### src/rtl/fdr_defs.svh
// Purpose: Offsets, field positions, reset values and timing counts
// Assumes: 8-bit registers, core clock of 25 MHz
// Notes: Definitions only
`ifndef FDR_DEFS_SVH
`define FDR_DEFS_SVH

// ----------------------------------------------------------------
// Register offsets
// ----------------------------------------------------------------
`define FDR_ADDR_CONTROL 8'h06
`define FDR_ADDR_STROBE 8'h07
`define FDR_ADDR_FAULT 8'h08

// ----------------------------------------------------------------
// Field positions
// ----------------------------------------------------------------
`define FDR_CTL_OUT_ON 0
`define FDR_CTL_MODE_LO 4
`define FDR_CTL_MODE_HI 5
`define FDR_STB_TYPE 6
`define FDR_STB_ON 7
`define FDR_FLT_UVLO 0
`define FDR_FLT_TXMASK 3
`define FDR_FLT_TIMEOUT 4

// ----------------------------------------------------------------
// Reset values
// ----------------------------------------------------------------
`define FDR_RST_OUT_ON 1'h0
`define FDR_RST_STB_TYPE 1'h1
`define FDR_RST_STB_ON 1'h1
`define FDR_RST_STB_SPARE 6'h00
`define FDR_RST_BYTE 8'h00

// ----------------------------------------------------------------
// Timing
// ----------------------------------------------------------------
`define FDR_CLK_KHZ 25000
`define FDR_STEP_MS 2
`define FDR_STEP_CYC (`FDR_STEP_MS * `FDR_CLK_KHZ)
`define FDR_FINE_LAST 8'h7F
`define FDR_FINE_STEPS 10'h080
`define FDR_COARSE_MUL 4

`endif

### src/rtl/fdr_pkg.sv
// Purpose: Types shared by the flash driver register block
// Assumes: Nothing beyond the defs header
// Notes: Mode codes follow the operating mode field
package fdr_pkg;

  typedef enum logic [1:0] {
    FDR_MODE_SHUTDOWN = 2'h0,
    FDR_MODE_INDICATOR = 2'h1,
    FDR_MODE_ASSIST = 2'h2,
    FDR_MODE_FLASH = 2'h3
  } fdr_mode_e;

  typedef struct packed {
    logic wr;
    logic rd;
    logic [7:0] addr;
    logic [7:0] wdata;
  } fdr_reg_req_s;

  typedef struct packed {
    logic [7:0] led1;
    logic [7:0] led2;
  } fdr_led_cur_s;

endpackage

### src/rtl/fdr_flash_timer.sv
// Purpose: Flash duration timer, 2ms then 8ms steps
// Assumes: run is low between flashes
// Notes: expired pulses once per flash when the duration is reached
`timescale 1ns/1ps
`default_nettype none
`include "fdr_defs.svh"

module fdr_flash_timer #(
  parameter int STEP_CYC = `FDR_STEP_CYC
) (
  input wire logic core_clk,
  input wire logic rst,
  input wire logic run,
  input wire logic [7:0] code,
  output logic expired
);
  import fdr_pkg::*;

  logic [16:0] cyc_ff, nxt_cyc;
  logic [9:0] steps_ff, nxt_steps;
  logic expired_ff, nxt_expired;
  logic done_ff, nxt_done;
  logic [9:0] target;

  // ----------------------------------------------------------------
  // Duration in 2ms units
  // ----------------------------------------------------------------
  always_comb
  begin
    if (code <= `FDR_FINE_LAST)
      target = {2'h0, code} + 10'h001;
    else
      target = 10'((code - `FDR_FINE_LAST) * `FDR_COARSE_MUL)
               + `FDR_FINE_STEPS;
  end

  // ----------------------------------------------------------------
  // Counter
  // ----------------------------------------------------------------
  always_comb
  begin
    nxt_cyc = cyc_ff;
    nxt_steps = steps_ff;
    nxt_expired = 1'b0;
    nxt_done = done_ff;
    if (!run)
    begin
      nxt_cyc = '0;
      nxt_steps = '0;
      nxt_done = 1'b0;
    end
    else if (!done_ff)
    begin
      if (cyc_ff == 17'(STEP_CYC - 1))
      begin
        nxt_cyc = '0;
        nxt_steps = steps_ff + 10'h001;
        if (steps_ff + 10'h001 >= target)
        begin
          nxt_expired = 1'b1;
          nxt_done = 1'b1;
        end
      end
      else
        nxt_cyc = cyc_ff + 17'h00001;
    end
  end

  always_ff @(posedge core_clk)
  begin
    if (rst)
    begin
      cyc_ff <= '0;
      steps_ff <= '0;
      expired_ff <= 1'b0;
      done_ff <= 1'b0;
    end
    else
    begin
      cyc_ff <= nxt_cyc;
      steps_ff <= nxt_steps;
      expired_ff <= nxt_expired;
      done_ff <= nxt_done;
    end
  end

  assign expired = expired_ff;

endmodule
`default_nettype wire

### src/rtl/fdr_regs.sv
// Purpose: Control, strobe and fault registers of an LED flash driver
// Assumes: Register requests come decoded from the serial control bus
// Notes: Pin inputs are synchronised; read data is one cycle late
`timescale 1ns/1ps
`default_nettype none
`include "fdr_defs.svh"

module fdr_regs #(
  parameter int STEP_CYC = `FDR_STEP_CYC
) (
  input wire logic core_clk,
  input wire logic rst,
  input wire fdr_pkg::fdr_reg_req_s req,
  input wire logic [7:0] flash_timeout,
  input wire fdr_pkg::fdr_led_cur_s led_cur,
  input wire logic strobe_pin,
  input wire logic txmask_pin,
  input wire logic uvlo_pin,
  output logic [7:0] rd_data,
  output logic rd_valid,
  output logic out_on,
  output fdr_pkg::fdr_mode_e mode,
  output logic flash_active,
  output logic led_sink_pins,
  output fdr_pkg::fdr_led_cur_s led_drive,
  output logic [7:0] fault_flags
);
  import fdr_pkg::*;

  typedef enum logic [1:0] {
    FDR_FS_IDLE = 2'b01,
    FDR_FS_ON = 2'b10
  } fdr_fstate_e;

  // ----------------------------------------------------------------
  // Pin synchronisers
  // ----------------------------------------------------------------
  localparam int NPIN = 3;
  logic [NPIN-1:0] pin_raw;
  logic [NPIN-1:0] sync1_ff, sync2_ff, prev_ff;
  logic strobe_s, txmask_s, uvlo_s, strobe_rise;

  assign pin_raw = {uvlo_pin, txmask_pin, strobe_pin};

  generate
    for (genvar i = 0; i < NPIN; i++)
    begin : g_sync
      always_ff @(posedge core_clk)
      begin
        if (rst)
        begin
          sync1_ff[i] <= 1'b0;
          sync2_ff[i] <= 1'b0;
          prev_ff[i] <= 1'b0;
        end
        else
        begin
          sync1_ff[i] <= pin_raw[i];
          sync2_ff[i] <= sync1_ff[i];
          prev_ff[i] <= sync2_ff[i];
        end
      end
    end
  endgenerate

  assign strobe_s = sync2_ff[0];
  assign txmask_s = sync2_ff[1];
  assign uvlo_s = sync2_ff[2];
  assign strobe_rise = sync2_ff[0] & ~prev_ff[0];

  // ----------------------------------------------------------------
  // State
  // ----------------------------------------------------------------
  logic out_on_ff, nxt_out_on;
  fdr_mode_e mode_ff, nxt_mode;
  logic stb_type_ff, nxt_stb_type;
  logic stb_on_ff, nxt_stb_on;
  logic [5:0] stb_spare_ff, nxt_stb_spare;
  logic flt_uvlo_ff, nxt_flt_uvlo;
  logic flt_txmask_ff, nxt_flt_txmask;
  logic flt_timeout_ff, nxt_flt_timeout;
  fdr_fstate_e fst_ff, nxt_fst;
  logic [7:0] rd_data_ff, nxt_rd_data;
  logic rd_valid_ff, nxt_rd_valid;
  logic sink_ff, nxt_sink;
  logic active_ff, nxt_active;
  fdr_led_cur_s drive_ff, nxt_drive;
  logic expired;
  logic armed, start, flash_end, level_drop, sw_abort;
  logic wr_ctl, wr_stb, rd_flt;
  logic [7:0] ctl_view, stb_view, flt_view;

  fdr_flash_timer #(
    .STEP_CYC(STEP_CYC)
  ) u_timer (
    .core_clk(core_clk),
    .rst(rst),
    .run(fst_ff == FDR_FS_ON),
    .code(flash_timeout),
    .expired(expired)
  );

  // ----------------------------------------------------------------
  // Register views
  // ----------------------------------------------------------------
  always_comb
  begin
    ctl_view = `FDR_RST_BYTE;
    ctl_view[`FDR_CTL_OUT_ON] = out_on_ff;
    ctl_view[`FDR_CTL_MODE_HI:`FDR_CTL_MODE_LO] = mode_ff;
    stb_view = {stb_on_ff, stb_type_ff, stb_spare_ff};
    flt_view = `FDR_RST_BYTE;
    flt_view[`FDR_FLT_UVLO] = flt_uvlo_ff;
    flt_view[`FDR_FLT_TXMASK] = flt_txmask_ff;
    flt_view[`FDR_FLT_TIMEOUT] = flt_timeout_ff;
  end

  assign wr_ctl = req.wr && req.addr == `FDR_ADDR_CONTROL;
  assign wr_stb = req.wr && req.addr == `FDR_ADDR_STROBE;
  assign rd_flt = req.rd && req.addr == `FDR_ADDR_FAULT;

  // ----------------------------------------------------------------
  // Flash sequencing
  // ----------------------------------------------------------------
  always_comb
  begin
    armed = out_on_ff && mode_ff == FDR_MODE_FLASH;
    start = 1'b0;
    if (armed)
    begin
      if (!stb_on_ff)
        start = 1'b1;
      else if (stb_type_ff)
        start = strobe_s;
      else
        start = strobe_rise;
    end
    sw_abort = !armed;
    level_drop = stb_on_ff && stb_type_ff && !strobe_s;
    flash_end = fst_ff == FDR_FS_ON
                && (expired || level_drop || sw_abort);
  end

  // ----------------------------------------------------------------
  // Next values
  // ----------------------------------------------------------------
  always_comb
  begin
    nxt_out_on = out_on_ff;
    nxt_mode = mode_ff;
    nxt_stb_type = stb_type_ff;
    nxt_stb_on = stb_on_ff;
    nxt_stb_spare = stb_spare_ff;
    nxt_fst = fst_ff;
    nxt_rd_data = rd_data_ff;
    nxt_rd_valid = 1'b0;
    nxt_flt_uvlo = flt_uvlo_ff;
    nxt_flt_txmask = flt_txmask_ff;
    nxt_flt_timeout = flt_timeout_ff;

    unique case (fst_ff)
      FDR_FS_IDLE:
        if (start)
          nxt_fst = FDR_FS_ON;
      FDR_FS_ON:
        if (flash_end)
        begin
          nxt_fst = FDR_FS_IDLE;
          nxt_out_on = 1'b0;
          nxt_mode = FDR_MODE_SHUTDOWN;
        end
    endcase

    // Software writes land after the auto clear so a rewrite is kept
    if (wr_ctl)
    begin
      nxt_out_on = req.wdata[`FDR_CTL_OUT_ON];
      nxt_mode = fdr_mode_e'(req.wdata[`FDR_CTL_MODE_HI:`FDR_CTL_MODE_LO]);
    end
    if (wr_stb)
    begin
      nxt_stb_type = req.wdata[`FDR_STB_TYPE];
      nxt_stb_on = req.wdata[`FDR_STB_ON];
      nxt_stb_spare = req.wdata[5:0];
    end

    nxt_rd_valid = req.rd;
    if (req.rd)
    begin
      unique case (req.addr)
        `FDR_ADDR_CONTROL: nxt_rd_data = ctl_view;
        `FDR_ADDR_STROBE: nxt_rd_data = stb_view;
        `FDR_ADDR_FAULT: nxt_rd_data = flt_view;
        default: nxt_rd_data = `FDR_RST_BYTE;
      endcase
    end

    // Clear on read first, then sets so a same-cycle event survives
    if (rd_flt)
    begin
      nxt_flt_uvlo = 1'b0;
      nxt_flt_txmask = 1'b0;
      nxt_flt_timeout = 1'b0;
    end
    if (uvlo_s)
      nxt_flt_uvlo = 1'b1;
    if (txmask_s && fst_ff == FDR_FS_ON)
      nxt_flt_txmask = 1'b1;
    // An edge strobe flash is meant to end on the timer, not a fault
    if (fst_ff == FDR_FS_ON && expired && !(stb_on_ff && !stb_type_ff))
      nxt_flt_timeout = 1'b1;

    nxt_sink = nxt_out_on;
    // Own flop so the flash flag leaves no decode gate on the pin
    nxt_active = nxt_fst == FDR_FS_ON;
    nxt_drive = '0;
    if (nxt_out_on)
    begin
      unique case (nxt_mode)
        FDR_MODE_SHUTDOWN: nxt_drive = '0;
        FDR_MODE_INDICATOR:
        begin
          nxt_drive.led1 = {2'h0, led_cur.led1[5:0]};
          nxt_drive.led2 = {2'h0, led_cur.led2[5:0]};
        end
        FDR_MODE_ASSIST:
        begin
          nxt_drive.led1 = {1'b0, led_cur.led1[6:0]};
          nxt_drive.led2 = {1'b0, led_cur.led2[6:0]};
        end
        FDR_MODE_FLASH:
          if (nxt_fst == FDR_FS_ON)
            nxt_drive = led_cur;
      endcase
    end
  end

  // ----------------------------------------------------------------
  // Registers
  // ----------------------------------------------------------------
  always_ff @(posedge core_clk)
  begin
    if (rst)
    begin
      out_on_ff <= `FDR_RST_OUT_ON;
      mode_ff <= FDR_MODE_SHUTDOWN;
      stb_type_ff <= `FDR_RST_STB_TYPE;
      stb_on_ff <= `FDR_RST_STB_ON;
      stb_spare_ff <= `FDR_RST_STB_SPARE;
      flt_uvlo_ff <= 1'b0;
      flt_txmask_ff <= 1'b0;
      flt_timeout_ff <= 1'b0;
      fst_ff <= FDR_FS_IDLE;
      rd_data_ff <= `FDR_RST_BYTE;
      rd_valid_ff <= 1'b0;
      sink_ff <= 1'b0;
      active_ff <= 1'b0;
      drive_ff <= '0;
    end
    else
    begin
      out_on_ff <= nxt_out_on;
      mode_ff <= nxt_mode;
      stb_type_ff <= nxt_stb_type;
      stb_on_ff <= nxt_stb_on;
      stb_spare_ff <= nxt_stb_spare;
      flt_uvlo_ff <= nxt_flt_uvlo;
      flt_txmask_ff <= nxt_flt_txmask;
      flt_timeout_ff <= nxt_flt_timeout;
      fst_ff <= nxt_fst;
      rd_data_ff <= nxt_rd_data;
      rd_valid_ff <= nxt_rd_valid;
      sink_ff <= nxt_sink;
      active_ff <= nxt_active;
      drive_ff <= nxt_drive;
    end
  end

  assign rd_data = rd_data_ff;
  assign rd_valid = rd_valid_ff;
  assign out_on = out_on_ff;
  assign mode = mode_ff;
  assign flash_active = active_ff;
  assign led_sink_pins = sink_ff;
  assign led_drive = drive_ff;
  assign fault_flags = flt_view;

endmodule
`default_nettype wire

### config.mk
export PLATFORM = sky130hd
export DESIGN_NAME = fdr_regs
export DESIGN_NICKNAME = d
export VERILOG_FILES = /design/src/rtl/fdr_pkg.sv /design/src/rtl/fdr_flash_timer.sv /design/src/rtl/fdr_regs.sv
export VERILOG_INCLUDE_DIRS = /design/src /design/src/rtl
export SDC_FILE = /design/constraint.sdc
export NUM_CORES = 1
export LEC_CHECK = 0
export BUFFER_PORTS_ARGS = -buffer_cell sky130_fd_sc_hd__buf_2
export CAP_MARGIN = 30
export CORE_ASPECT_RATIO = 1.2
export CORE_MARGIN = 2
export CORE_UTILIZATION = 31
export CTS_BUF_LIST = sky130_fd_sc_hd__clkbuf_16
export CTS_CLUSTER_DIAMETER = 150
export DETAILED_ROUTE_END_ITERATION = 8
export PLACE_DENSITY = 0.57
export REMOVE_ABC_BUFFERS = 1
export SYNTH_ARGS = -nofsm -noshare
export SYNTH_HDL_FRONTEND = slang
export SYNTH_SLANG_ARGS = --single-unit
### constraint.sdc
create_clock -name core_clk -period 2.7 [get_ports core_clk]
set_input_delay 0.27 -clock core_clk [delete_from_list [all_inputs] [get_ports core_clk]]
set_output_delay 0.27 -clock core_clk [all_outputs]
set_load 0.1 [all_outputs]
* Word-level counts from Yosys, hierarchy flattened
Index checks and enable logic that the tools add are counted.
Operators by class: $add $sub $neg 5, magnitude comparators 2, equality and inequality tests 11, muxes and demuxes 24, bitwise logic cells 5, reduce and logical (&&, ||, !) cells 25
Operators with widths (count):
- case mux 16 bit (4 select lines) | 1
- case mux 8 bit (3 select lines) | 1
- adder 17 x 1 -> 17 bit, second input constant | 1
- == test 17 x 16 -> 1 bit, second input constant | 1
- two-way mux 17 bit | 1
- == test 8 x 3 -> 1 bit, second input constant | 2
- two-way mux 16 bit | 1
- two-way mux 1 bit | 13
- logical AND 1 bit | 11
- adder 10 x 1 -> 10 bit, second input constant | 1
- adder 10 x 8 -> 10 bit, second input constant | 1
- == test 2 bit, second input constant | 5
- >= comparator 10 bit | 1
- two-way mux 10 bit | 1
- two-way mux 2 bit | 5
- adder 8 x 1 -> 9 bit, second input constant | 1
- == test 8 x 4 -> 1 bit, second input constant | 1
- less-or-equal comparator 8 x 7 -> 1 bit, second input constant | 1
- subtractor 8 x 7 -> 8 bit, second input constant | 1
- nonzero test 2 bit | 3
- == test 2 x 1 -> 1 bit, second input constant | 2
- logical NOT 1 bit | 4
- inverter 1 bit | 4
- case mux 2 bit (2 select lines) | 1
- 6 further kinds | 8
Storage, ports and cells: register bits after elaboration 78, input bits 47, output and inout bits 38, logic and storage cells 97

* Depth between registers and ports, before layout
depth in word-level cells 10, gate-level depth with buffers 10, depth with buffers taken out 10

* By module
A second synthesis with hierarchy kept.
Second synthesis, totals: cell total of the unflattened synthesis 467, area, all modules 4086.4 sq um
Modules (own cells, without submodules):
- fdr_regs | times used 1, cells an instance 228, area each 2090.8 sq um, sequential area each 980.9 sq um
- fdr_flash_timer | times used 1, cells an instance 239, area each 1995.7 sq um, sequential area each 580.6 sq um

* Worst setup path before layout
Ideal clock, no wire load.
path type reg-to-reg, start point reg mode_ff[0] (netlist: mode[0]), end point reg drive_ff (netlist bit led_drive[2]), library setup time 0.096 ns, data arrival time 2.368 ns, data required time 2.604 ns, path slack 0.236 ns, cell stages (with the launch flop) 8, path buffers 2, clock period less this slack 2.464 ns, cells stage by stage dfxtp_1 clkbuf_1 nand4b_1 or2_2 a31oi_1 a21oi_1 clkbuf_1 nor4b_1
On the way: cells in the longest elaborated chain, start to end 10, elaborated cells on any way between the ends 24, those cells by class eq/ne (5); mux (12); bitwise (1); reduce/logical (6)
Ends and longest elaborated chain:
- start: declaration | line fdr_regs.sv:75 | fdr_mode_e mode_ff, nxt_mode;
- start signal: assignment | line fdr_regs.sv:263 | mode_ff <= nxt_mode;
- == test 2 bit | line fdr_regs.sv:127 | armed = out_on_ff && mode_ff == FDR_MODE_FLASH;
- logical AND 1 bit | line fdr_regs.sv:127
- logical NOT 1 bit | line fdr_regs.sv:138 | sw_abort = !armed;
- logical OR 1 bit | line fdr_regs.sv:141 | && (expired || level_drop || sw_abort);
- logical AND 1 bit | line fdr_regs.sv:141
- two-way mux 2 bit or two-way mux 1 bit (tied branches) | line fdr_regs.sv:166 | if (flash_end)
- case mux 2 bit (2 select lines), or another cell as far along | line fdr_regs.sv:161 | unique case (fst_ff)
- == test 2 bit, or another cell as far along | line fdr_regs.sv:232 | if (nxt_fst == FDR_FS_ON)
- two-way mux 16 bit, or another cell as far along | line fdr_regs.sv:232
- case mux 16 bit (4 select lines) or OR reduction 2 bit (tied branches)
- end signal: assignment | line fdr_regs.sv:275 | drive_ff <= nxt_drive;
- end: declaration | line fdr_regs.sv:87 | fdr_led_cur_s drive_ff, nxt_drive;
Parallel ways exist; a longest one is shown, timed or not. A chain may end at the register's enable or synchronous reset.

* Worst setup path after layout
start point reg u_timer.steps_ff[0], end point reg u_timer.done_ff
On the way: cells in the longest elaborated chain, start to end 5
Ends and longest elaborated chain:
- start: declaration | line fdr_flash_timer.sv:20 | logic [9:0] steps_ff, nxt_steps;
- start signal: assignment | line fdr_flash_timer.sv:81 | steps_ff <= nxt_steps;
- adder 10 x 1 -> 10 bit | line fdr_flash_timer.sv:58 | if (steps_ff + 10'h001 >= target)
- >= comparator 10 bit | line fdr_flash_timer.sv:58
- two-way mux 1 bit | line fdr_flash_timer.sv:58
- two-way mux 1 bit
- two-way mux 1 bit | line fdr_flash_timer.sv:52 | else if (!done_ff)
- end signal: assignment | line fdr_flash_timer.sv:83 | done_ff <= nxt_done;
- end: declaration | line fdr_flash_timer.sv:22 | logic done_ff, nxt_done;
Every way passes these cells.

==> results.toml <==
[run_status]
run_status = "finished clean"

[clock_tree]
worst_skew_pair.late_latency_ps = 340
post_cts_resize_count = 0
clk_path_buf_depth = 2
htreeDepth = 3
cts_buffers = 9
clk_root_buffer_cell = "sky130_fd_sc_hd__clkbuf_16"
worst_setup_hold_path_clk_slew_ps = 60
cts-hold-fix-buffers = 0
setup_repair_bufs_after_cts = 0
clock_sink_count = 78
tritoncts = "done"

[worst_setup_path]
worstPathRequired_ps = 2910
timing.critical_path.arrival_ps = 2600
critPathLaunchType = "flip-flop"
cp_peak_stage_delay_ps = 410
path_max_fanout = 5
critPathCaptureType = "flip-flop"
timing.critical_path.cells = "ha_1 > nand3_1 > or2_2 > nor2_1 > xor2_1 > ha_1 > a2111oi_0 > a211oi_1"
critical_path.most_common_cell = "sky130_fd_sc_hd__ha_1"
slowest_library_cell_on_the_worst_path = "sky130_fd_sc_hd__dfxtp_1"
setup_cp_type = "flip-flop to flip-flop"

[synthesis]
synth_area_per_cell_um2 = 8.80
synth-compound-area-share_pct = 11.0
post_synth_mux_area_share_pct = 1.87
synth_simple_gate_area_share_pct = 28.2
synth_async_sr_flop_share_pct = 0
post-synth-top-area-fraction_pct = 41.0
yosysMostFrequentCell = "sky130_fd_sc_hd__dfxtp_1"
synthFlopType = "sky130_fd_sc_hd__dfxtp_1"
post_synth_most_frequent_cells = "sky130_fd_sc_hd__dfxtp_1 (78), sky130_fd_sc_hd__nor2_1 (50), sky130_fd_sc_hd__nand2_1 (42)"
synth_top_family_by_area = "simple AND/OR/NAND/NOR gates"
synth.lib_cells_used.distinct = 58
synth_edf_count = 0
total_of_warnings_raised_by_yosys = 0
synth.yosys.seq_area_share_pct = 41.0
post_synth_fa_ha_maj_area_fraction_pct = 4.27
ys_seq_elements = 78
syn_area_um2 = 3810
synth_area_leaders = "sky130_fd_sc_hd__dfxtp_1 (41%), sky130_fd_sc_hd__xnor2_1 (6.7%), sky130_fd_sc_hd__nor2_1 (4.9%), sky130_fd_sc_hd__ha_1 (4.3%), sky130_fd_sc_hd__nand2_1 (4.1%)"
yosys.area_share.xor_xnor_pct = 8.51
gate_count_of_the_mapped_netlist = 433
synth_top_cell_by_area = "sky130_fd_sc_hd__dfxtp_1"

[floorplan]
floorplan.die_area_um2 = 13200
boundaryPins = 85
row_count = 44
initial_core_util_pct = 31.6
fp.dieH_um = 125
die-width_um = 105
fp.coreArea_um2 = 12100

[final_layout]
fin_cells = 670
antennaDiodeCount = 0
final_area_um2 = 4600
post_route_cells_drive_above_1_share_pct = 22.0
finalNetCount = 564
layout-area-overhead-vs-synth_pct = 20.8

[detailed_routing]
routedWlPerCell_um = 12.6
remaining_drc_errors = 0
drt-initial-drc-count = 165
via_per_inst = 4.85
drt.antenna.violating_nets = 0
drt_first_pass_iters = 5
route.final.wire_length_mm = 8.43
vias = 3247

[placement]
portBuffers = 79
place.detailed.instances = 654
place_hpwl_mm = 6.36
place_area_um2 = 4300
gp_congestion = 0.796

[timing]
relSlewSlack_pct = 60.7
tightestPinTransition_ps = 588
hold_violations = 0
rsz0062_at_grt = "no"
setup_viol = 0
hold_ws_ps = 141
final_max_slew_viol_count = 0
final.period_utilization_pct = 88.5
worst_clock_skew_ps = 7.26
maxClockFrequency_mhz = 419
timing.final.crit_period_ps = 2390

[grt]
gr-total-overflow = 0
grt_pass1_vias = 3038
antenna_found_initial = 0
grtUsageTotal_pct = 13.0
grt_start_max_net_pins = 40
grt_pass1_wl_mm = 13.9

[power_and_ir_drop]
power_leakage_uw = 0.00176
irDropWorstVdd_v = 0.000230
cellPowerDensity_nw_per_um2 = 551

[worst_hold_path]
timing.hold.worst.class = "input pin to flip-flop"

[job]
max-cap-violations = 0
## cells in the final DEF (no fill, tap or decap), types with 3 or more instances in the layout
master / n
sky130_fd_sc_hd__clkbuf_16: 9
sky130_fd_sc_hd__nor2b_1: 9
sky130_fd_sc_hd__or3_1: 3
sky130_fd_sc_hd__nor3_1: 8
sky130_fd_sc_hd__nand3_1: 22
sky130_fd_sc_hd__o21ai_0: 5
sky130_fd_sc_hd__and3_1: 7
sky130_fd_sc_hd__and2_1: 7
sky130_fd_sc_hd__conb_1: 5
sky130_fd_sc_hd__xor2_1: 8
sky130_fd_sc_hd__dfxtp_1: 78
sky130_fd_sc_hd__buf_4: 7
sky130_fd_sc_hd__buf_2: 79
sky130_fd_sc_hd__nor4_1: 6
sky130_fd_sc_hd__a21oi_1: 24
sky130_fd_sc_hd__mux2i_1: 6
sky130_fd_sc_hd__or2_2: 4
sky130_fd_sc_hd__nand2b_1: 4
sky130_fd_sc_hd__nand4b_1: 4
sky130_fd_sc_hd__a2bb2oi_1: 5
sky130_fd_sc_hd__nand2_1: 42
sky130_fd_sc_hd__ha_1: 13
sky130_fd_sc_hd__nand4_1: 5
sky130_fd_sc_hd__a211oi_1: 3
sky130_fd_sc_hd__a31oi_1: 7
sky130_fd_sc_hd__inv_1: 5
sky130_fd_sc_hd__nor4b_1: 15
sky130_fd_sc_hd__xnor2_1: 29
sky130_fd_sc_hd__nor2_1: 50
## state kept, by name (all words and copies together), names as in the netlist, 2 cells and up
register	cells
u_timer.cyc_ff	17
led_drive	16
u_timer.steps_ff	10
rd_data	8
stb_spare_ff	6
sync1_ff	3
fst_ff	2
mode	2
## routing by layer
metal	up-vias	global-route usage (%)	part of all wire, %
met2	82	22.4	49
met4	0	4.94	1.6
met1	1495	15.3	44
met5	-	0	0
li1	1658	-	-
met3	12	3.60	5.3
## power breakdown
| group | internal [uW] | total [uW] | leakage (uW) | switching (uW) |
|---|---|---|---|---|
| clock network | 719 | 1210 | 0.000144 | 492 |
| registers | 1160 | 1160 | 0.000630 | 2.06 |
| logic | 56.5 | 166 | 0.000984 | 110 |
| total | 1930 | 2540 | 0.00176 | 604 |
## logic make-up (layout without fill, tap and decap cells)
group                    after synthesis  count (layout)
XOR/XNOR                              37              37
flip-flops                            78              78
AO/OA/AOI/OAI                         64              64
adder cells (fa/ha/maj)               13              13
other                                  1               5
buffers and inverters                 36             108
multiplexers                           7               7
AND/OR/NAND/NOR                      197             197
## area by class of cell
type,instances,area [um2]
clock buffer,9,225
clock inverter,7,72.6
fill,1226,7460
inverter,6,22.5
multi-input combinational,323,2070
sequential,78,1560
tap,161,201
timing repair buffer,86,448
## worst max-delay path: cells and delay by family (launching register included)
kind                       cells  cell delay [ps]
and+or+nand+nor                3              660
DFF                            1              410
xor gates and xnor gates       1              170
AOI/OAI and AO/OA              2              530
adders and majority gates      2              510
## path summary, 6_finish.rpt
check	start	to	cells after the start	slack, ps
max	u_timer.steps_ff[0]	u_timer.done_ff	8	310
min	txmask_pin	sync1_ff[1]	2	140
max reg2reg	u_timer.steps_ff[0]	u_timer.done_ff	8	310
min reg2reg	sync1_ff[2]	uvlo_s	1	430
## stage by stage
stage | setup TNS (ps) | utilization (%) | total power (uW) | setup WS [ps]
3_5_place_dp | 0 | 35.7 | 1350 | 322
3_3_place_gp | 0 | 35.7 | 1350 | 390
4_1_cts | 0 | 38.1 | 2560 | 314
2_1_floorplan | -5280 | - | 1280 | -372
6_report | 0 | 38.1 | 2540 | 311
5_1_grt | 0 | 38.1 | 2630 | 117
(Power assumes the default switching activity.)
